<file path="src/common/lstc_cfg.svh">
`ifndef LSTC_CFG_SVH
`define LSTC_CFG_SVH

// Register byte offsets
`define LSTC_OFF_ILA_SUP     12'h008
`define LSTC_OFF_SYSREF      12'h010
`define LSTC_OFF_ILA_LEN     12'h014
`define LSTC_OFF_TEST        12'h018
`define LSTC_OFF_STATUS      12'h038

// Field positions
`define LSTC_ILA_SUP_BIT     0
`define LSTC_SR_ALWAYS_BIT   0
`define LSTC_SR_DLY_LO       8
`define LSTC_SR_DLY_HI       11
`define LSTC_SR_RESYNC_BIT   16
`define LSTC_ILEN_HI         7
`define LSTC_TM_HI           4
`define LSTC_TM_PRBS_BIT     4
`define LSTC_TM_SEL_HI       3

// Status fields
`define LSTC_ST_DATA_BIT     0
`define LSTC_ST_SYNC_BIT     1
`define LSTC_ST_ALIGNED_BIT  2
`define LSTC_ST_WAITSR_BIT   3
`define LSTC_ST_ILA_BIT      4

// Reset values
`define LSTC_RST_ILA_SUP     1'b1
`define LSTC_RST_ALWAYS      1'b0
`define LSTC_RST_DLY         4'h0
`define LSTC_RST_RESYNC      1'b0
`define LSTC_RST_ILA_LEN     8'h03
`define LSTC_RST_TEST        5'h00

// Test select codes
`define LSTC_TM_NORMAL       5'h00
`define LSTC_TM_K28          5'h01
`define LSTC_TM_ILA          5'h02
`define LSTC_TM_D21          5'h03
`define LSTC_TM_RPAT         5'h05
`define LSTC_TM_JSPAT        5'h07

// Defaults of structural parameters
`define LSTC_LMFC_CYCLES     16
`define LSTC_SYNC_STAGES     2

`endif

</file>
<file path="src/common/lstc_pkg.sv">
package lstc_pkg;

    // Character stream a lane sends, or expects to receive
    typedef enum logic [2:0] {
        LSTC_CH_DATA,
        LSTC_CH_K28_5,
        LSTC_CH_ILA,
        LSTC_CH_D21_5,
        LSTC_CH_RPAT,
        LSTC_CH_JSPAT,
        LSTC_CH_PRBS
    } lstc_char_t;

    // Transmit path steering
    typedef struct packed {
        lstc_char_t  chr;
        logic        data_en;
        logic        prbs_en;
        logic [3:0]  prbs_sel;
    } lstc_tx_t;

    // Alignment settings handed to the counter
    typedef struct packed {
        logic        always_realign;
        logic [3:0]  delay;
    } lstc_sr_cfg_t;

endpackage : lstc_pkg

</file>
<file path="src/lstc_top.sv">
`timescale 1ns/10ps
`include "lstc_cfg.svh"
// What this block does
// - TX sends K28.5 until SYSREF realigns
// - RX holds SYNC until SYSREF realigns
// - Without requirement, TX starts alignment next boundary
// - Without requirement, RX releases SYNC next boundary
// - Delay field adds 0-15 cycles to realign
// - Always bit realigns on every SYSREF
// - Otherwise only the first SYSREF aligns
// - Alignment length field holds multiframes minus one
// - Code 00000 normal, 00001 K28.5 forever
// - Code 00010 syncs then repeats alignment sequence
// - Code 00011 sends D21.5 forever
// - Code 00101 sends RPAT, transmit only
// - Code 00111 sends JSPAT, transmit only
// - Top bit hands over to PRBS, data off
// - Alignment support enables sequence send and expect
module lstc_top
    import lstc_pkg::*;
#(
    parameter int LMFC_CYCLES = `LSTC_LMFC_CYCLES,
    parameter int ADDR_W      = 12
) (
    // Clock, reset, enable
    input  wire logic                pclk,
    input  wire logic                presetn,
    input  wire logic                ce,
    // APB slave
    input  wire logic                psel,
    input  wire logic                penable,
    input  wire logic                pwrite,
    input  wire logic [ADDR_W-1:0]   paddr,
    input  wire logic [31:0]         pwdata,
    output logic      [31:0]         prdata,
    output logic                     pready,
    output logic                     pslverr,
    // Timing and link pins
    input  wire logic                sysref,
    input  wire logic                resync_req,
    // Lane steering
    output lstc_pkg::lstc_tx_t       tx_ctl,
    output lstc_pkg::lstc_char_t     rx_expect,
    output logic                     sync_n,
    output logic                     lmfc_edge
);
    import lstc_pkg::*;

    typedef enum {
        LSTC_S_SYNC,
        LSTC_S_ILA,
        LSTC_S_DATA
    } lstc_state_t;

    localparam int NREG = 5;

    // Address decode shared by the read and write paths
    function automatic logic [NREG-1:0] lstc_dec(input logic [ADDR_W-1:0] a);
        logic [11:0] o;
        o = 12'(a);
        lstc_dec = {o == `LSTC_OFF_STATUS,
                    o == `LSTC_OFF_TEST,
                    o == `LSTC_OFF_ILA_LEN,
                    o == `LSTC_OFF_SYSREF,
                    o == `LSTC_OFF_ILA_SUP};
    endfunction : lstc_dec

    // Registers
    logic        ila_sup_q;
    logic        sr_always_q;
    logic [3:0]  sr_dly_q;
    logic        sr_resync_q;
    logic [7:0]  ila_len_q;
    logic [4:0]  test_q;

    // Link state
    lstc_state_t state_q;
    lstc_state_t state_d;
    logic [7:0]  mf_q;
    logic [7:0]  mf_d;
    logic        sysref_s;
    logic        resync_s;
    logic        sysref_prev_q;
    logic        resync_prev_q;
    logic        realign;
    logic        aligned;
    logic        lmfc_edge_w;
    logic        ila_pend_q;

    // Bus decode
    wire [NREG-1:0] hit      = lstc_dec(paddr);
    wire            mapped   = |hit;
    wire            setup    = psel & ~penable;
    wire            wr_fire  = psel & penable & pready & pwrite;
    wire [NREG-1:0] wr_hit   = wr_fire ? hit : '0;

    // Pin edges, read only from the second synchroniser stage
    wire sysref_evt = sysref_s & ~sysref_prev_q;
    wire resync_evt = resync_s & ~resync_prev_q;

    lstc_sr_cfg_t sr_cfg;
    assign sr_cfg = '{always_realign: sr_always_q, delay: sr_dly_q};

    lstc_sync2 #(
        .W (2)
    ) u_sync (
        .pclk    (pclk),
        .presetn (presetn),
        .ce      (ce),
        .d       ({resync_req, sysref}),
        .q       ({resync_s, sysref_s})
    );

    lstc_lmfc #(
        .LMFC_CYCLES (LMFC_CYCLES)
    ) u_lmfc (
        .pclk       (pclk),
        .presetn    (presetn),
        .ce         (ce),
        .cfg        (sr_cfg),
        .sysref_evt (sysref_evt),
        .lmfc_edge  (lmfc_edge_w),
        .realign    (realign),
        .aligned    (aligned)
    );

    // Test select decode
    wire tm_prbs  = test_q[`LSTC_TM_PRBS_BIT];
    wire tm_k28   = (test_q == `LSTC_TM_K28);
    wire tm_ila   = (test_q == `LSTC_TM_ILA);
    wire tm_d21   = (test_q == `LSTC_TM_D21);
    wire tm_rpat  = (test_q == `LSTC_TM_RPAT);
    wire tm_jspat = (test_q == `LSTC_TM_JSPAT);

    // Leaving the wait: SYSREF realign when required, else any boundary
    wire sync_go  = sr_resync_q ? realign : lmfc_edge_w;
    wire ila_last = (mf_q == ila_len_q);

    // Read images, one word per decoded register, indexed like the hit vector
    wire [31:0] rd_word [NREG];
    assign rd_word[0] = 32'(ila_sup_q) << `LSTC_ILA_SUP_BIT;
    assign rd_word[1] = (32'(sr_resync_q) << `LSTC_SR_RESYNC_BIT) |
                        (32'(sr_dly_q) << `LSTC_SR_DLY_LO) |
                        (32'(sr_always_q) << `LSTC_SR_ALWAYS_BIT);
    assign rd_word[2] = 32'(ila_len_q);
    assign rd_word[3] = 32'(test_q);
    // Logical not keeps the SYNC flag one bit wide before it is widened
    assign rd_word[4] = (32'(state_q == LSTC_S_DATA) << `LSTC_ST_DATA_BIT) |
                        (32'(!sync_n) << `LSTC_ST_SYNC_BIT) |
                        (32'(aligned) << `LSTC_ST_ALIGNED_BIT) |
                        (32'(state_q == LSTC_S_SYNC && sr_resync_q)
                             << `LSTC_ST_WAITSR_BIT) |
                        (32'(state_q == LSTC_S_ILA) << `LSTC_ST_ILA_BIT);

    // Unmapped offsets read as zero since no hit bit lets a word through
    wire [31:0] rd_or [NREG+1];
    assign rd_or[0] = 32'h0000_0000;
    for (genvar g = 0; g < NREG; g++) begin : g_rd
        assign rd_or[g+1] = rd_or[g] | ({32{hit[g]}} & rd_word[g]);
    end

    logic [31:0] rd_w;
    assign rd_w = rd_or[NREG];

    // APB: no wait state, yet every answer comes from a flop
    always_ff @(posedge pclk or negedge presetn) begin
        if (!presetn) begin
            pready  <= 1'b0;
            prdata  <= 32'h0000_0000;
            pslverr <= 1'b0;
        end else if (ce) begin
            pready  <= setup;
            prdata  <= (setup && !pwrite) ? rd_w : 32'h0000_0000;
            // Status is read only, so a write to it is an error as well
            pslverr <= setup & (~mapped | (pwrite & hit[4]));
        end
    end

    // Control registers
    always_ff @(posedge pclk or negedge presetn) begin
        if (!presetn) begin
            ila_sup_q   <= `LSTC_RST_ILA_SUP;
            sr_always_q <= `LSTC_RST_ALWAYS;
            sr_dly_q    <= `LSTC_RST_DLY;
            sr_resync_q <= `LSTC_RST_RESYNC;
            ila_len_q   <= `LSTC_RST_ILA_LEN;
            test_q      <= `LSTC_RST_TEST;
        end else if (ce) begin
            if (wr_hit[0]) begin
                ila_sup_q <= pwdata[`LSTC_ILA_SUP_BIT];
            end
            if (wr_hit[1]) begin
                sr_always_q <= pwdata[`LSTC_SR_ALWAYS_BIT];
                sr_dly_q    <= pwdata[`LSTC_SR_DLY_HI:`LSTC_SR_DLY_LO];
                sr_resync_q <= pwdata[`LSTC_SR_RESYNC_BIT];
            end
            if (wr_hit[2]) begin
                ila_len_q <= pwdata[`LSTC_ILEN_HI:0];
            end
            if (wr_hit[3]) begin
                test_q <= pwdata[`LSTC_TM_HI:0];
            end
        end
    end

    // Link alignment sequencing
    always_comb begin
        state_d = state_q;
        mf_d    = mf_q;
        case (state_q)
            LSTC_S_SYNC: begin
                if (sync_go) begin
                    mf_d    = 8'h00;
                    state_d = ila_sup_q ? LSTC_S_ILA : LSTC_S_DATA;
                end
            end
            LSTC_S_ILA: begin
                if (lmfc_edge_w) begin
                    if (!ila_last) begin
                        mf_d = mf_q + 8'h01;
                    end else if (tm_ila) begin
                        mf_d = 8'h00;
                    end else begin
                        state_d = LSTC_S_DATA;
                    end
                end
            end
            LSTC_S_DATA: begin
                if (ila_pend_q && lmfc_edge_w) begin
                    mf_d    = 8'h00;
                    state_d = LSTC_S_ILA;
                end
            end
            default: begin
                state_d = LSTC_S_SYNC;
            end
        endcase
        // A re-sync request from the far side restarts the handshake
        if (resync_evt) begin
            state_d = LSTC_S_SYNC;
            mf_d    = 8'h00;
        end
    end

    always_ff @(posedge pclk or negedge presetn) begin
        if (!presetn) begin
            state_q       <= LSTC_S_SYNC;
            mf_q          <= 8'h00;
            sysref_prev_q <= 1'b0;
            resync_prev_q <= 1'b0;
            ila_pend_q    <= 1'b0;
        end else if (ce) begin
            state_q       <= state_d;
            mf_q          <= mf_d;
            sysref_prev_q <= sysref_s;
            resync_prev_q <= resync_s;
            // Repeated sequences are wanted even with support disabled
            ila_pend_q    <= tm_ila;
        end
    end

    // Stream selection from state and test select
    lstc_char_t link_chr;
    lstc_tx_t   tx_d;
    // Follows the next state so steering and SYNC change on the same edge
    assign link_chr = (state_d == LSTC_S_SYNC) ? LSTC_CH_K28_5 :
                      (state_d == LSTC_S_ILA)  ? LSTC_CH_ILA   :
                      LSTC_CH_DATA;

    // Anything not decoded below, reserved codes included, is normal
    always_comb begin
        tx_d.chr      = link_chr;
        tx_d.data_en  = 1'b1;
        tx_d.prbs_en  = 1'b0;
        tx_d.prbs_sel = 4'h0;
        if (tm_prbs) begin
            tx_d.chr      = LSTC_CH_PRBS;
            tx_d.data_en  = 1'b0;
            tx_d.prbs_en  = 1'b1;
            tx_d.prbs_sel = test_q[`LSTC_TM_SEL_HI:0];
        end else if (tm_k28) begin
            tx_d.chr = LSTC_CH_K28_5;
        end else if (tm_d21) begin
            tx_d.chr = LSTC_CH_D21_5;
        end else if (tm_rpat) begin
            tx_d.chr = LSTC_CH_RPAT;
        end else if (tm_jspat) begin
            tx_d.chr = LSTC_CH_JSPAT;
        end
    end

    // Receive side never sees the transmit-only patterns
    lstc_char_t rx_d;
    assign rx_d = tm_k28 ? LSTC_CH_K28_5 :
                  tm_d21 ? LSTC_CH_D21_5 :
                  link_chr;

    always_ff @(posedge pclk or negedge presetn) begin
        if (!presetn) begin
            tx_ctl    <= '{chr: LSTC_CH_K28_5, data_en: 1'b1,
                           prbs_en: 1'b0, prbs_sel: 4'h0};
            rx_expect <= LSTC_CH_K28_5;
            sync_n    <= 1'b0;
            lmfc_edge <= 1'b0;
        end else if (ce) begin
            tx_ctl    <= tx_d;
            rx_expect <= rx_d;
            sync_n    <= (state_d != LSTC_S_SYNC);
            lmfc_edge <= lmfc_edge_w;
        end
    end
endmodule : lstc_top

</file>
<file path="src/lstc_sync2.sv">
`timescale 1ns/10ps
// Two-stage synchroniser; only the second stage leaves this module
module lstc_sync2 #(
    parameter int W = 1
) (
    // Clock and reset
    input  wire logic         pclk,
    input  wire logic         presetn,
    input  wire logic         ce,
    // Data
    input  wire logic [W-1:0] d,
    output logic      [W-1:0] q
);
    logic [W-1:0] meta_q;

    always_ff @(posedge pclk or negedge presetn) begin
        if (!presetn) begin
            meta_q <= '0;
            q      <= '0;
        end else if (ce) begin
            meta_q <= d;
            q      <= meta_q;
        end
    end
endmodule : lstc_sync2

</file>
<file path="src/lstc_lmfc.sv">
`timescale 1ns/10ps
`include "lstc_cfg.svh"
// Local multiframe counter with SYSREF re-alignment
module lstc_lmfc
    import lstc_pkg::*;
#(
    parameter int LMFC_CYCLES = `LSTC_LMFC_CYCLES
) (
    // Clock and reset
    input  wire logic                    pclk,
    input  wire logic                    presetn,
    input  wire logic                    ce,
    // Control
    input  wire lstc_pkg::lstc_sr_cfg_t  cfg,
    input  wire logic                    sysref_evt,
    // Status
    output logic                         lmfc_edge,
    output logic                         realign,
    output logic                         aligned
);
    localparam int CW = (LMFC_CYCLES > 1) ? $clog2(LMFC_CYCLES) : 1;
    localparam logic [CW-1:0] LAST = CW'(LMFC_CYCLES - 1);

    logic [CW-1:0] cnt_q;
    logic [3:0]    dly_q;
    logic          pend_q;
    wire           accept = sysref_evt & (cfg.always_realign | ~aligned);
    wire           fire   = pend_q & (dly_q == 4'h0);

    always_ff @(posedge pclk or negedge presetn) begin
        if (!presetn) begin
            cnt_q     <= '0;
            dly_q     <= 4'h0;
            pend_q    <= 1'b0;
            aligned   <= 1'b0;
            lmfc_edge <= 1'b0;
            realign   <= 1'b0;
        end else if (ce) begin
            realign   <= fire;
            lmfc_edge <= fire | (~fire & (cnt_q == LAST));
            if (accept) begin
                // A later event restarts the delay rather than stacking
                pend_q  <= 1'b1;
                dly_q   <= cfg.delay;
                aligned <= 1'b1;
            end else if (fire) begin
                pend_q <= 1'b0;
            end else if (pend_q) begin
                dly_q <= dly_q - 4'h1;
            end
            if (fire || cnt_q == LAST) begin
                cnt_q <= '0;
            end else begin
                cnt_q <= cnt_q + CW'(1);
            end
        end
    end
endmodule : lstc_lmfc

</file>
<file path="config.mk">
export PLATFORM = sky130hd
export DESIGN_NAME = lstc_top
export DESIGN_NICKNAME = d
export VERILOG_FILES = /design/src/common/lstc_pkg.sv /design/src/lstc_top.sv /design/src/lstc_sync2.sv /design/src/lstc_lmfc.sv
export VERILOG_INCLUDE_DIRS = /design/src /design/src/common
export SDC_FILE = /design/constraint.sdc
export NUM_CORES = 1
export LEC_CHECK = 0
export BUFFER_PORTS_ARGS = -buffer_cell sky130_fd_sc_hd__clkbuf_2
export CAP_MARGIN = 10
export CELL_PAD_IN_SITES_DETAIL_PLACEMENT = 1
export CELL_PAD_IN_SITES_GLOBAL_PLACEMENT = 2
export CORE_MARGIN = 8
export CORE_UTILIZATION = 35
export CTS_CLUSTER_DIAMETER = 200
export DETAILED_ROUTE_END_ITERATION = 10
export MAX_ROUTING_LAYER = met4
export PLACE_DENSITY = 0.81
export SETUP_SLACK_MARGIN = 0.3
export SYNTH_ARGS = -nofsm -noshare
export SYNTH_HDL_FRONTEND = slang
export SYNTH_SLANG_ARGS = --single-unit
</file>
<file path="constraint.sdc">
create_clock -name pclk -period 3.05 [get_ports pclk]
set_clock_uncertainty 0.1 [all_clocks]
set_input_delay 0.1525 -clock pclk [delete_from_list [all_inputs] [get_ports pclk]]
set_output_delay 0.1525 -clock pclk [all_outputs]
set_load 0.005 [all_outputs]
</file>
==> key figures <==
Power and ir drop
  – Leakage: 0.00275 uW
  – Sw frac: 25.3%
  – Seq pwr share: 49.1%
  – Power Dens Cells: 549 nW/um^2
  – Power Internal: between 2000 and 2500 uW
  – Clock share of power: about two fifths
  – Worst VDD drop: around 310 uV
  – Logic pwr share: 12.0%
  – Switching Power: 820 uW

Floorplan
  – Starting Density: 35.8%
  – Die area: 18300 um^2
  – IO Pins: 100
  – FP Rows: 43
  – Std-Cell Core Area: approximately 14000 um^2
  – Die extent in y: 135 um
  – Die Width: 135 um

Critical path
  – CP endpoint kind: register
  – CP startpoint kind: register
  – Critical Path Start: state_q[29]
  – Reg2reg start: state_q[29]
  – Worst EP required: 3.23 ns
  – Worst Path Arrival: 2.69 ns
  – Critical path type: reg2reg
  – CP max FO: 10

Cells and area
  – Share of cells above drive strength 1: 22.9%
  – Finished Core Util: 42.6%
  – Post-Layout Cell Count: 730
  – Antenna Cells: 0
  – Layout area overhead: 19.0%
  – # fillers: 1562
  – Final Cell Area: ~6000 um^2
  – Fin nets: 601

Place
  – Cells after DPL: 698
  – PortBufs: 60
  – Final Wtd Congestion: 0.785
  – Placement Cell Area: approximately 5400 um^2
  – Post-detail-place hpwl: 8820 um

Global route
  – GRT Resource Usage Total: roughly 14%
  – Initial antenna violation count: 0
  – Number of global-route vias before repair: ~4000
  – GR Overflow Total: 0
  – Largest net degree at the start of global routing: 56
  – First-pass GRT wire length: 20400 um

Synth
  – Post-synthesis register bit count: ~110
  – Async set-reset flop share out of synthesis: 100%
  – Mapped Area: 4970 um^2
  – Leading post-synthesis cells by cell area: dfrtp_1 51%, mux2_2 6.6%, nor2b_1 4.9%
  – Main flop type after synthesis: dfrtp_1
  – Yosys top cell by area: dfrtp_1
  – Average size of a mapped cell: around 11 um^2
  – Post-synth EDFFs: 0
  – Top cells by count, synth: 101 x dfrtp_1, 39 x nor2b_1, 33 x nand2_1
  – Top-area cell type share of the netlist area: 50.9%
  – Synthesized instance count: 466
  – Synth unique cells: 53
  – Most common cell in the netlist: dfrtp_1
  – Ys Warns: 0
  – Post-synthesis sequential area ratio: 54.0%

Timing
  – Setup violators final: 0
  – Hold slack final: 0.0281 ns
  – Max-slew violations: 0
  – Final min period: 2.51 ns
  – Fmax: 399 MHz
  – Fin Setup TNS: 0 ns
  – Slew Limit Headroom: 53.7%
  – Slew @ Worst Pin: 0.694 ns
  – RSZ-0062 raised after global routing: false
  – Final Hold Violating Endpoints: 0
  – Tcrit/Tclk final: 82.2%

Clock network
  – Clk pin slew, worst setup/hold paths: 0.07 ns
  – Post-CTS Setup Bufs: 0
  – TritonCTS Buffers: 9
  – Max clock buf depth: 2
  – H-Tree Depth: 3
  – Clock root buffer: clkbuf_16
  – CTS tree: done
  – Worst-Skew Late Latency: 0.35 ns
  – CTS sink count: 107

Worst hold path
  – Min-delay worst type: in2reg
  – Hold_sp: pwdata[0]

Drt
  – Post-DR wirelength/cell: 16.8 um
  – 1st-iter DRT viols: around 160
  – Vias: around 3700
  – DRC viols: 0
  – Final wirelength: around 12000 um
  – DR vias/cell: 5.06
  – Routed Antenna Nets: 0
  – Pre-antenna DRT Iters: 4

Status
  – Outcome: complete, no violations

Run
  – MaxCap Viol Count: 0
## cell usage in the layout, fill, tap and decap left out, types with 5 or more instances in the layout
cell type and instances:
dfrtp_1 101, clkbuf_2 58, nor2b_1 39, nand2_1 33, inv_1 30, mux2_2 29
o21ai_0 28, nand3_1 22, conb_1 20, nor2_1 17, dlygate4sd3_1 16, a21oi_1 11
nor4_1 10, o22ai_1 10, nor3_1 9, clkbuf_16 9, buf_4 9, xnor2_1 8
nor3b_1 7, nand4_1 6, and3_1 6, dfstp_2 6, mux2i_1 5
## critical path, cell delays in order (launching register included)
cell and delay, ns:
dfrtp_1 0.38, nor4_1 0.35, nand4_1 0.21, or2_4 0.33, o31a_1 0.43, or4b_1 0.55, nand3_1 0.10
## area by class of cell
type	instances	area, um^2	area share [%]
clock buffer	12	246	4.17
clock inverter	4	73.8	1.25
inverter	30	113	1.91
multi-input combinational	312	2020	34.3
sequential	107	2690	45.4
tap	180	225	3.81
timing repair buffer	85	543	9.19
## stage by stage
step           power [uW]  worst slack [ns]
4_1_cts              3290             0.532
3_3_place_gp         1970             0.581
5_1_grt              3400             0.373
6_report             3250             0.544
3_5_place_dp         1990             0.545
2_1_floorplan        1860             0.853
## metal layers
metal  part of all wire [%]  global-route usage [%]
met5                      0                       -
met4                    2.0                    5.49
met3                    4.8                    3.56
met2                     49                    22.8
met1                     44                    17.2
## final timing paths
| check | endpoint | cells after the start | slack (ns) |
|---|---|---|---|
| worst max-delay path | mf_q[6] | 6 | 0.54 |
| worst min-delay path | ila_sup_q | 2 | 0.03 |
| worst max register to register | mf_q[6] | 6 | 0.54 |
| worst min register to register | u_lmfc.aligned | 1 | 0.38 |
| max in group asynchronous | ila_len_q[1] | 3 | 1.78 |
| min in group asynchronous | state_q[31] | 2 | 0.29 |
## state kept, by name, indices dropped and copies added, names as in the netlist, 2 cells and up
name and count:
u_sync.meta_q 2, u_lmfc.cnt_q 4, mf_q 8, ila_len_q 8, tx_ctl 9, test_q 5, state_q 32, u_sync.q 2
sr_dly_q 4, rx_expect 2, prdata 13, u_lmfc.dly_q 4
## kinds of logic (layout without fill, tap and decap cells)
group | after synthesis | after routing | synth area share [%]
xor gates and xnor gates | 8 | 8 | 1.41
adders and majority gates | 4 | 4 | 1.01
AOI/OAI and AO/OA | 71 | 71 | 8.89
buffers and inverters | 66 | 131 | 6.65
other | 1 | 20 | 0.0755
DFF | 107 | 107 | 54.0
muxes | 34 | 34 | 7.58
and+or+nand+nor | 175 | 175 | 20.3
## power groups by stage
| stage | Combinational (uW) | Sequential [uW] | Clock [uW] |
|---|---|---|---|
| finish | 389 | 1590 | 1260 |
| CTS | 397 | 1590 | 1300 |
| detailed placement | 377 | 1620 | 0 |
| floorplan | 267 | 1590 | 0 |
| global placement | 357 | 1610 | 0 |
| global route | 446 | 1610 | 1350 |
## what timing repair did
item | in CTS | in global routing
gates resized for setup | 0 | 0
endpoints found under the hold margin | 70 | 0
hold buffers | 16 | 0
Power figures use the tool's default switching activity.
